<file path="config.mk">
export PLATFORM = sky130hd
export DESIGN_NAME = hscc_top
export DESIGN_NICKNAME = d
export VERILOG_FILES = /design/src/hw/hscc_pkg.sv /design/src/hw/hscc_chan.sv /design/src/hw/hscc_sync.sv /design/src/hw/hscc_top.sv
export SDC_FILE = /design/constraint.sdc
export NUM_CORES = 1
export LEC_CHECK = 0
export BUFFER_PORTS_ARGS = -buffer_cell sky130_fd_sc_hd__buf_2
export CORE_ASPECT_RATIO = 1.25
export CORE_MARGIN = 4
export CORE_UTILIZATION = 31
export CTS_CLUSTER_DIAMETER = 100
export CTS_CLUSTER_SIZE = 24
export DETAILED_ROUTE_END_ITERATION = 7
export GPL_TIMING_DRIVEN = 0
export SLEW_MARGIN = 20
export SYNTH_ARGS = -nofsm -noshare
export SYNTH_HDL_FRONTEND = slang
export SYNTH_SLANG_ARGS = --single-unit
</file>
<file path="constraint.sdc">
create_clock -name clk -period 1.9 [get_ports clk]
set_input_delay 0.19 -clock clk [delete_from_list [all_inputs] [get_ports clk]]
set_output_delay 0.19 -clock clk [all_outputs]
set_load 0.02 [all_outputs]
</file>
<file path="src/hw/hscc_pkg.sv">
// shared constants for the high-side channel control block
package hscc_pkg;
  // ----------------------------------------------------------------
  // sizes
  // ----------------------------------------------------------------
  localparam int NUM_CH = 5;
  localparam int DATA_W = 6;
  localparam int ADDR_W = 2;

  // ----------------------------------------------------------------
  // register decode: bank select plus address within bank one
  // ----------------------------------------------------------------
  localparam logic BANK_OUT = 1'h0;
  localparam logic BANK_CFG = 1'h1;
  localparam logic [ADDR_W-1:0] ADDR_DIAG = 2'h0;
  localparam logic [ADDR_W-1:0] ADDR_MODE = 2'h1;
  localparam logic [ADDR_W-1:0] ADDR_HWCFG = 2'h2;

  // ----------------------------------------------------------------
  // field positions
  // ----------------------------------------------------------------
  localparam int BOOST_BIT = 5;
  localparam int PWM_BIT = 3;
  localparam int CLR_LATCH_BIT = 0;
  localparam int RST_BIT = 1;

  // ----------------------------------------------------------------
  // reset values
  // ----------------------------------------------------------------
  localparam logic [NUM_CH-1:0] OUT_RESET = 5'h00;
  localparam logic PWM_RESET = 1'h0;
  localparam logic [DATA_W-1:0] RDATA_RESET = 6'h00;

  // ----------------------------------------------------------------
  // serial clock edge after which the diagnosis flags are cleared
  // ----------------------------------------------------------------
  localparam logic [1:0] DIAG_CLR_EDGE = 2'h2;
  localparam logic [1:0] EDGE_MAX = 2'h3;
endpackage

</file>
<file path="src/hw/hscc_chan.sv">
// one output channel: request combine, thermal latch, error flag, gate drive
`timescale 1ns/10ps
module hscc_chan (
  input wire logic clk,
  input wire logic srst,
  input wire logic in_pin,
  input wire logic channel_on_bit,
  input wire logic and_mode,
  input wire logic over_temp,
  input wire logic dyn_temp,
  input wire logic inverse,
  input wire logic ground_lost,
  input wire logic overload,
  input wire logic clear_latch,
  input wire logic clear_err,
  output logic gate,
  output logic latch,
  output logic err
);
  logic gate_reg;
  logic gate_next;
  logic latch_reg;
  logic latch_next;
  logic err_reg;
  logic err_next;
  logic request;
  logic force_off;
  logic err_set;

  always_comb begin
    // pin gates the bit in and-mode so a pulse train can chop the channel
    request = and_mode ? (in_pin & channel_on_bit) : (in_pin | channel_on_bit);
    // a trip still present when the clear arrives keeps the latch set
    latch_next = over_temp | (latch_reg & ~clear_latch);
    force_off = ground_lost | over_temp | latch_reg | dyn_temp;
    // inverse current freezes the switch state as it stands
    gate_next = inverse ? gate_reg : (request & ~force_off);
    err_set = dyn_temp | overload | latch_reg;
    // set beats the read or frame clear; inverse current overrides both
    err_next = inverse ? 1'h0 : (err_set | (err_reg & ~clear_err));
  end

  always_ff @(posedge clk) begin
    if (srst) begin
      gate_reg <= 1'h0;
      latch_reg <= 1'h0;
      err_reg <= 1'h0;
    end else begin
      gate_reg <= gate_next;
      latch_reg <= latch_next;
      err_reg <= err_next;
    end
  end

  assign gate = gate_reg;
  assign latch = latch_reg;
  assign err = err_reg;
endmodule

</file>
<file path="src/hw/hscc_sync.sv">
// two-flop synchroniser for a bundle of asynchronous levels
`timescale 1ns/10ps
module hscc_sync #(
  parameter int WIDTH = 1
) (
  input wire logic clk,
  input wire logic srst,
  input wire logic [WIDTH-1:0] async_in,
  output logic [WIDTH-1:0] sync_out
);
  logic [WIDTH-1:0] meta_reg;
  logic [WIDTH-1:0] sync_reg;

  // first stage feeds the second stage only
  always_ff @(posedge clk) begin
    if (srst) begin
      meta_reg <= '0;
      sync_reg <= '0;
    end else begin
      meta_reg <= async_in;
      sync_reg <= meta_reg;
    end
  end

  assign sync_out = sync_reg;
endmodule

</file>
<file path="src/hw/hscc_top.sv">
// top of the high-side channel control block: registers, serial frame clear, channels
//
// Function
// bits 0 to 4 of the output register switch their channel on at one and off at zero.
// with the combine mode at zero a channel is on when its pin is high or its bit is set.
// with the combine mode at one a channel is on only when its pin is high and its bit is set.
// the host writes zero to output register bit 5, which reads back as undefined.
// each channel's over-temperature trip switches it off and sets a latch holding it off.
// a latched channel returns only after cooling and a clear command, which clears all latches.
// a dynamic temperature trip switches its channel off while it lasts.
// a dynamic shutdown sets the error flag, a read clears it, and it sets again if still active.
// inverse current clears the channel's error flag and holds its on or off state.
// loss of device ground sends every channel off or keeps it off; the code leaves a channel with inverse current holding its on or off state.
// five independent channels, each switched by its pin or by its register bit.
// the clear command is bit 0 of the hardware configuration register; zero does nothing.
// overload events latch into the error flags, cleared by each diagnosis word sent.
// gate drive is the combined request forced low by a thermal latch or dynamic shutdown.
`timescale 1ns/10ps
module hscc_top #(
  parameter int NUM_CH = hscc_pkg::NUM_CH
) (
  input wire logic clk,
  input wire logic srst,
  input wire logic [NUM_CH-1:0] channel_input_pin,
  input wire logic [NUM_CH-1:0] over_temp_trip,
  input wire logic [NUM_CH-1:0] dyn_temp_trip,
  input wire logic [NUM_CH-1:0] inverse_current,
  input wire logic [NUM_CH-1:0] overload_mon,
  input wire logic ground_lost,
  input wire logic sclk,
  input wire logic cs_n,
  input wire logic reg_valid,
  input wire logic reg_write,
  input wire logic register_bank_select,
  input wire logic [hscc_pkg::ADDR_W-1:0] reg_addr,
  input wire logic [hscc_pkg::DATA_W-1:0] reg_wdata,
  output logic [hscc_pkg::DATA_W-1:0] reg_rdata,
  output logic reg_rvalid,
  output logic [NUM_CH-1:0] channel_output_pin,
  output logic [NUM_CH-1:0] err_flag,
  output logic [NUM_CH-1:0] thermal_latch,
  output logic pwm_and_mode
);
  // ----------------------------------------------------------------
  // synchronise everything that comes from pins or analogue detectors
  // ----------------------------------------------------------------
  localparam int SYNC_W = 5 * NUM_CH + 3;

  logic [SYNC_W-1:0] sync_out;
  logic [NUM_CH-1:0] s_pin;
  logic [NUM_CH-1:0] s_ot;
  logic [NUM_CH-1:0] s_dyn;
  logic [NUM_CH-1:0] s_inv;
  logic [NUM_CH-1:0] s_ovl;
  logic s_gnd;
  logic s_sclk;
  logic s_csn;

  hscc_sync #(
    .WIDTH(SYNC_W)
  ) u_sync (
    .clk(clk),
    .srst(srst),
    .async_in({channel_input_pin, over_temp_trip, dyn_temp_trip, inverse_current,
      overload_mon, ground_lost, sclk, cs_n}),
    .sync_out(sync_out)
  );

  assign {s_pin, s_ot, s_dyn, s_inv, s_ovl, s_gnd, s_sclk, s_csn} = sync_out;

  // ----------------------------------------------------------------
  // register file
  // ----------------------------------------------------------------
  logic [NUM_CH-1:0] out_reg;
  logic [NUM_CH-1:0] out_next;
  logic pwm_reg;
  logic pwm_next;
  logic [hscc_pkg::DATA_W-1:0] rdata_reg;
  logic [hscc_pkg::DATA_W-1:0] rdata_next;
  logic rvalid_reg;
  logic rvalid_next;
  logic clear_thermal_latch;
  logic diag_rd;
  logic hit_out;
  logic hit_mode;
  logic hit_hwcfg;
  logic hit_diag;

  always_comb begin
    out_next = out_reg;
    pwm_next = pwm_reg;
    rdata_next = rdata_reg;
    rvalid_next = 1'h0;
    clear_thermal_latch = 1'h0;
    diag_rd = 1'h0;
    hit_out = register_bank_select == hscc_pkg::BANK_OUT;
    hit_mode = (register_bank_select == hscc_pkg::BANK_CFG)
      && (reg_addr == hscc_pkg::ADDR_MODE);
    hit_hwcfg = (register_bank_select == hscc_pkg::BANK_CFG)
      && (reg_addr == hscc_pkg::ADDR_HWCFG);
    hit_diag = (register_bank_select == hscc_pkg::BANK_CFG) && (reg_addr == hscc_pkg::ADDR_DIAG);
    if (reg_valid && reg_write) begin
      if (hit_out) begin
        // boost bit is dropped: it only burns supply current
        out_next = reg_wdata[NUM_CH-1:0];
      end
      if (hit_mode) begin
        pwm_next = reg_wdata[hscc_pkg::PWM_BIT];
      end
      if (hit_hwcfg) begin
        clear_thermal_latch = reg_wdata[hscc_pkg::CLR_LATCH_BIT];
        if (reg_wdata[hscc_pkg::RST_BIT]) begin
          out_next = hscc_pkg::OUT_RESET;
          pwm_next = hscc_pkg::PWM_RESET;
        end
      end
    end else if (reg_valid) begin
      rvalid_next = 1'h1;
      rdata_next = hscc_pkg::RDATA_RESET;
      if (hit_out) begin
        rdata_next[NUM_CH-1:0] = out_reg;
      end
      if (hit_mode) begin
        rdata_next[hscc_pkg::PWM_BIT] = pwm_reg;
      end
      if (hit_diag) begin
        rdata_next[NUM_CH-1:0] = err_flag;
        diag_rd = 1'h1;
      end
    end
  end

  always_ff @(posedge clk) begin
    if (srst) begin
      out_reg <= hscc_pkg::OUT_RESET;
      pwm_reg <= hscc_pkg::PWM_RESET;
      rdata_reg <= hscc_pkg::RDATA_RESET;
      rvalid_reg <= 1'h0;
    end else begin
      out_reg <= out_next;
      pwm_reg <= pwm_next;
      rdata_reg <= rdata_next;
      rvalid_reg <= rvalid_next;
    end
  end

  assign reg_rdata = rdata_reg;
  assign reg_rvalid = rvalid_reg;
  assign pwm_and_mode = pwm_reg;

  // ----------------------------------------------------------------
  // serial frame watcher: clears the flags as the diagnosis word goes out
  // ----------------------------------------------------------------
  logic sclk_prev_reg;
  logic sclk_prev_next;
  logic [1:0] edge_cnt_reg;
  logic [1:0] edge_cnt_next;
  logic sclk_rise;
  logic frame_clr;

  always_comb begin
    sclk_prev_next = s_sclk;
    sclk_rise = s_sclk & ~sclk_prev_reg & ~s_csn;
    edge_cnt_next = edge_cnt_reg;
    if (s_csn) begin
      edge_cnt_next = '0;
    end else if (sclk_rise && (edge_cnt_reg != hscc_pkg::EDGE_MAX)) begin
      edge_cnt_next = edge_cnt_reg + 2'h1;
    end
    // counter saturates, so one clear per frame however long it runs
    frame_clr = sclk_rise && ((edge_cnt_reg + 2'h1) == hscc_pkg::DIAG_CLR_EDGE);
  end

  always_ff @(posedge clk) begin
    if (srst) begin
      sclk_prev_reg <= 1'h0;
      edge_cnt_reg <= '0;
    end else begin
      sclk_prev_reg <= sclk_prev_next;
      edge_cnt_reg <= edge_cnt_next;
    end
  end

  // ----------------------------------------------------------------
  // channels
  // ----------------------------------------------------------------
  logic clear_err;

  assign clear_err = diag_rd | frame_clr;

  for (genvar ch = 0; ch < NUM_CH; ch++) begin : g_chan
    hscc_chan u_chan (
      .clk(clk),
      .srst(srst),
      .in_pin(s_pin[ch]),
      .channel_on_bit(out_reg[ch]),
      .and_mode(pwm_reg),
      .over_temp(s_ot[ch]),
      .dyn_temp(s_dyn[ch]),
      .inverse(s_inv[ch]),
      .ground_lost(s_gnd),
      .overload(s_ovl[ch]),
      .clear_latch(clear_thermal_latch),
      .clear_err(clear_err),
      .gate(channel_output_pin[ch]),
      .latch(thermal_latch[ch]),
      .err(err_flag[ch])
    );
  end

  // ----------------------------------------------------------------
  // assertions
  // ----------------------------------------------------------------
  property p_out_write;
    @(posedge clk) disable iff (srst)
    (reg_valid && reg_write && hit_out) |=> (out_reg == $past(reg_wdata[NUM_CH-1:0]));
  endproperty
  a_out_write: assert property (p_out_write) else $error("output register write lost");

  property p_gate_or;
    @(posedge clk) disable iff (srst)
    (!pwm_reg && !s_inv[0] && !s_gnd && !thermal_latch[0] && !s_ot[0] && !s_dyn[0])
      |=> (channel_output_pin[0] == ($past(s_pin[0]) | $past(out_reg[0])));
  endproperty
  a_gate_or: assert property (p_gate_or) else $error("or-mode gate wrong");

  property p_gate_and;
    @(posedge clk) disable iff (srst)
    (pwm_reg && !s_inv[0] && !s_gnd && !thermal_latch[0] && !s_ot[0] && !s_dyn[0])
      |=> (channel_output_pin[0] == ($past(s_pin[0]) & $past(out_reg[0])));
  endproperty
  a_gate_and: assert property (p_gate_and) else $error("and-mode gate wrong");

  property p_ot_latch;
    @(posedge clk) disable iff (srst)
    (s_ot[0] && !s_inv[0]) |=> (thermal_latch[0] && !channel_output_pin[0]);
  endproperty
  a_ot_latch: assert property (p_ot_latch) else $error("over-temperature not latched off");

  property p_latch_hold;
    @(posedge clk) disable iff (srst)
    (thermal_latch[0] && !clear_thermal_latch) |=> thermal_latch[0] [*1] ##1 (thermal_latch[0]
      || clear_thermal_latch || $past(clear_thermal_latch));
  endproperty
  a_latch_hold: assert property (p_latch_hold) else $error("thermal latch released itself");

  property p_latch_clear_all;
    @(posedge clk) disable iff (srst)
    (clear_thermal_latch && (s_ot == '0)) |=> (thermal_latch == '0);
  endproperty
  a_latch_clear_all: assert property (p_latch_clear_all) else $error("clear left a latch");

  property p_clear_zero;
    @(posedge clk) disable iff (srst)
    (reg_valid && reg_write && hit_hwcfg && !reg_wdata[hscc_pkg::CLR_LATCH_BIT]
      && thermal_latch[0]) |=> thermal_latch[0];
  endproperty
  a_clear_zero: assert property (p_clear_zero) else $error("zero write cleared a latch");

  property p_dyn_off;
    @(posedge clk) disable iff (srst)
    (s_dyn[0] && !s_inv[0]) |=> (err_flag[0] && !channel_output_pin[0]);
  endproperty
  a_dyn_off: assert property (p_dyn_off) else $error("dynamic shutdown missing");

  property p_inv_hold;
    @(posedge clk) disable iff (srst)
    s_inv[0] |=> (!err_flag[0] && (channel_output_pin[0] == $past(channel_output_pin[0])));
  endproperty
  a_inv_hold: assert property (p_inv_hold) else $error("inverse current did not hold state");

  property p_gnd_off;
    @(posedge clk) disable iff (srst)
    (s_gnd && (s_inv == '0)) |=> (channel_output_pin == '0);
  endproperty
  a_gnd_off: assert property (p_gnd_off) else $error("channel on after ground loss");

  property p_flag_clear;
    @(posedge clk) disable iff (srst)
    (clear_err && ((s_dyn | s_ovl | thermal_latch) == '0)) |=> (err_flag == '0);
  endproperty
  a_flag_clear: assert property (p_flag_clear) else $error("error flags not cleared");

  property p_ovl_set;
    @(posedge clk) disable iff (srst)
    (s_ovl[0] && !s_inv[0]) |=> err_flag[0];
  endproperty
  a_ovl_set: assert property (p_ovl_set) else $error("overload not latched");

  property p_latch_gate;
    @(posedge clk) disable iff (srst)
    thermal_latch[0] && !s_inv[0] |=> !channel_output_pin[0];
  endproperty
  a_latch_gate: assert property (p_latch_gate) else $error("gate on while latched");

  property p_out_read;
    @(posedge clk) disable iff (srst)
    (reg_valid && !reg_write && hit_out)
      |=> (reg_rvalid && (reg_rdata[NUM_CH-1:0] == $past(out_reg)));
  endproperty
  a_out_read: assert property (p_out_read) else $error("output register read wrong");

  property p_diag_read;
    @(posedge clk) disable iff (srst)
    (reg_valid && !reg_write && hit_diag)
      |=> (reg_rvalid && (reg_rdata[NUM_CH-1:0] == $past(err_flag)));
  endproperty
  a_diag_read: assert property (p_diag_read) else $error("error flag read wrong");
endmodule
</file>
==> results.json <==
{
  "status": "complete, no violations",
  "criticalPathCategory": "reg2reg",
  "sequential_cell_area_um2": 1720,
  "area_overhead_of_the_layout_relative_to_synthesis_pct": 27.2,
  "ys_warn_count": 0,
  "detailed_route_via_count": 2023,
  "cellPowerDensity_nw_per_um2": 1140,
  "number_of_design_rule_violations_left_after_detail_routing": 0,
  "max_freq_mhz": 631,
  "grt_first_pass_wirelength_um": 9560,
  "synth_compound_gate_area_share_pct": 8.10,
  "setup-violations-final": 0,
  "post-synth-top-count-cell": "sky130_fd_sc_hd__dfxtp_1",
  "critical_path.reg2reg.endpoint": "g_chan[2].u_chan.gate$_SDFFE_PP0N_",
  "initial_detailed_routing_violation_count": 75,
  "tightest_slew_ns": 0.595,
  "multiInputGateArea_um2": 986,
  "xor_and_xnor_fraction_of_the_mapped_netlist_area_pct": 0.302,
  "syn_area_per_cell_um2": 10.4,
  "crit_cells": 3,
  "seq_total_area_yosys_pct": 59.3,
  "antenna_cells_inserted": 0,
  "critPathSlowestCell": "sky130_fd_sc_hd__or4_1",
  "clock_slew_seen_by_the_registers_of_the_worst_setup_and_hold_paths_ns": 0.06,
  "period_needed_ns": 1.58,
  "floorplan.core_area_um2": 9130,
  "maxCapViolCount": 0,
  "cts_made_buffers": 9,
  "num-fill-cells": 934,
  "rsz0062_at_grt": "no",
  "clock_sink_count": 86,
  "post_dp_cell_area_um2": 3350,
  "reg2reg_from": "u_sync.sync_out[2]$_SDFF_PP0_",
  "final.period_utilization_pct": 83.4,
  "area_contributors_post_synth": "sky130_fd_sc_hd__dfxtp_1 59%, sky130_fd_sc_hd__nor2b_1 12%, sky130_fd_sc_hd__buf_4 4.1%, sky130_fd_sc_hd__nor2_1 3.1%, sky130_fd_sc_hd__a2111oi_0 2.4%",
  "drive_above_1_share_pct": 25.6,
  "global_route.usage.total_pct": 11.5,
  "clk_path_buf_depth": 2,
  "dp_hpwl_um": 4700,
  "worstSkewPairLatency_ns": 0.33,
  "dpl_worst_slack_ns": 0.316,
  "worstPathMaxFanout": 5,
  "gr-usage-met1_pct": 13.3,
  "rows": 39,
  "post-route-cell-area_um2": 3690,
  "crit_path_max_incr_delay_ns": 0.54,
  "cts_tree": "built",
  "worst_setup_path_end_kind": "register",
  "vertical_extent_of_the_die_um": 116,
  "ys_dominant_reg_cell": "sky130_fd_sc_hd__dfxtp_1",
  "critical_path.startpoint": "u_sync.sync_out[2]$_SDFF_PP0_",
  "grt-ovfl-total": 0,
  "regToRegSetupSlack_ns": 0.32,
  "wirelength_um": 6000,
  "drtPass1Iterations": 4,
  "post_synth_and_or_nand_nor_area_fraction_pct": 22.8,
  "maximum_level_of_the_cts_h_tree": 3,
  "detail_route.vias_per_cell": 4.26,
  "power.ir.vdd_worst_mv": 0.651,
  "final_core_utilization_pct": 40.5,
  "number_of_antenna_violations_at_the_first_check_in_global_routing": 0,
  "worst_ep_required_time_ns": 2.16,
  "critical_path.top_delay_family": "simple AND/OR/NAND/NOR gates",
  "path_common_cell": "sky130_fd_sc_hd__or4_1",
  "globalRoute.busiestLayer": "met2",
  "syn-instance-count": 279,
  "finalSetupTns_ns": 0,
  "timing.critical_path.to": "g_chan[2].u_chan.gate$_SDFFE_PP0N_",
  "cts-root-buf": "sky130_fd_sc_hd__clkbuf_16",
  "maximum_number_of_pins_on_one_net_before_global_route_repair": 15,
  "synth_largest_area_cell": "sky130_fd_sc_hd__dfxtp_1",
  "mappedNetlistNets": 322,
  "synth_cell_types": 31,
  "worst_hold_path_class": "in2reg",
  "ys_async_sr_fraction_pct": 0,
  "path_depth_of_the_worst_reg2reg_path": 3,
  "timing_hold_violations_final": 0,
  "synth_top_family_by_area": "simple AND/OR/NAND/NOR gates",
  "finalMaxSlewViolations": 0,
  "synth.mux.area_fraction_pct": 1.72,
  "worst_clock_skew_ns": 0.00664,
  "static-leakage-power_nw": 1.57,
  "wire_per_inst_um": 12.6,
  "grt_met3_usage_pct": 3.93,
  "gp_congestion": 0.785,
  "cts_setup_buffers": 0,
  "ys_ff_latch": 86,
  "syn-cell-area_um2": 2900,
  "critical_path.startpoint_type": "register",
  "synth-edff-count": 0,
  "smallest_setup_slack_after_layout_ns": 0.315,
  "post_cts_resize_count": 0,
  "io_pins": 64,
  "first_global_vias": 1966,
  "synthAdderAreaFrac_pct": 0.862,
  "worst_ep_arrival_time_ns": 1.84,
  "groute.layer.met2.usage_pct": 19.3,
  "commonest_cells_in_the_synthesized_netlist": "86 x sky130_fd_sc_hd__dfxtp_1, 58 x sky130_fd_sc_hd__nor2b_1, 24 x sky130_fd_sc_hd__nor2_1",
  "design.die.area_um2": 11000,
  "synthDominantCellAreaShare_pct": 59.3,
  "finalNetCount": 391,
  "portBuffers": 58,
  "number_of_buffers_inserted_for_hold_repair_after_clock_tree_synthesis": 0,
  "initial_core_util_pct": 31.8,
  "crit_chain": "or4_1, or4_1, a21oi_1",
  "chipWidth_um": 94.6,
  "timing.critical_path.buf_inv": 0,
  "worst_slew_margin_rel_pct": 60.0,
  "postRouteAntennaNets": 0
}
-- cell families (layout without fill, tap and decap cells) --
family                     Yosys count  in the layout
AOI/OAI and AO/OA                   32             32
xor gates and xnor gates             1              1
adders and majority gates            2              2
buffers and inverters               36            109
DFF                                 86             86
muxes                                5              5
other                                1              1
and+or+nand+nor                    116            116
-- power breakdown --
part | internal (W) | switching [W] | leakage, nW
clock | 0.00132 | 0.000669 | 0.169
sequential | 0.00189 | 0.0000467 | 0.708
combinational | 0.000138 | 0.000139 | 0.694
total | 0.00334 | 0.000854 | 1.57
-- worst min path at each step --
stage,cells after the start,slack [ns],from,to
2_1_floorplan,1,0.30,reg_wdata[0],g_chan[4].u_chan.latch$_SDFF_PP0_
3_3_place_gp,2,0.40,over_temp_trip[0],u_sync.meta_reg[18]$_SDFF_PP0_
3_5_place_dp,2,0.41,over_temp_trip[0],u_sync.meta_reg[18]$_SDFF_PP0_
4_1_cts,2,0.06,over_temp_trip[0],u_sync.meta_reg[18]$_SDFF_PP0_
5_1_grt,2,0.06,inverse_current[0],u_sync.meta_reg[8]$_SDFF_PP0_
6_report,2,0.07,over_temp_trip[0],u_sync.meta_reg[18]$_SDFF_PP0_
-- layout by cell type (no fill, tap or decap), types with 4 or more instances in the layout --
cell / count
sky130_fd_sc_hd__nor3_1: 8
sky130_fd_sc_hd__or4_1: 8
sky130_fd_sc_hd__a21oi_1: 10
sky130_fd_sc_hd__buf_2: 59
sky130_fd_sc_hd__dfxtp_1: 86
sky130_fd_sc_hd__nor2_1: 24
sky130_fd_sc_hd__inv_1: 7
sky130_fd_sc_hd__buf_4: 16
sky130_fd_sc_hd__a221oi_1: 4
sky130_fd_sc_hd__a2111oi_0: 8
sky130_fd_sc_hd__clkbuf_16: 9
sky130_fd_sc_hd__clkbuf_1: 11
sky130_fd_sc_hd__a311oi_1: 5
sky130_fd_sc_hd__nand2_1: 7
sky130_fd_sc_hd__nor3b_1: 4
sky130_fd_sc_hd__nor2b_1: 58
sky130_fd_sc_hd__mux2i_1: 5
-- area by class of cell --
cell class | instances | share of cell area, %
inverters | 8 | 0.813
flip-flops and latches | 86 | 46.6
clock inverters | 5 | 2.91
plain buffers | 28 | 4.50
well taps | 123 | 4.17
multi-input cells | 157 | 26.7
repair buffers | 58 | 7.86
clock buffers | 10 | 6.47
-- per-stage QoR --
step	instances	total power (W)	hold slack, ns
floorplan	279	0.00215	0.299
global placement	460	0.00225	0.405
detailed placement	460	0.00226	0.405
CTS	475	0.00424	0.0593
global route	475	0.00435	0.0646
finish	475	0.00420	0.0651
-- metal layers --
| layer | share of wire (%) | wire, um | vias up |
|---|---|---|---|
| met5 | 0 | 0 | - |
| met4 | 1.9 | 112 | 0 |
| met3 | 5.8 | 349 | 11 |
| met2 | 49 | 2960 | 63 |
| met1 | 43 | 2580 | 884 |
| li1 | - | - | 1065 |
No activity file was read; power rests on OpenSTA's default activity.
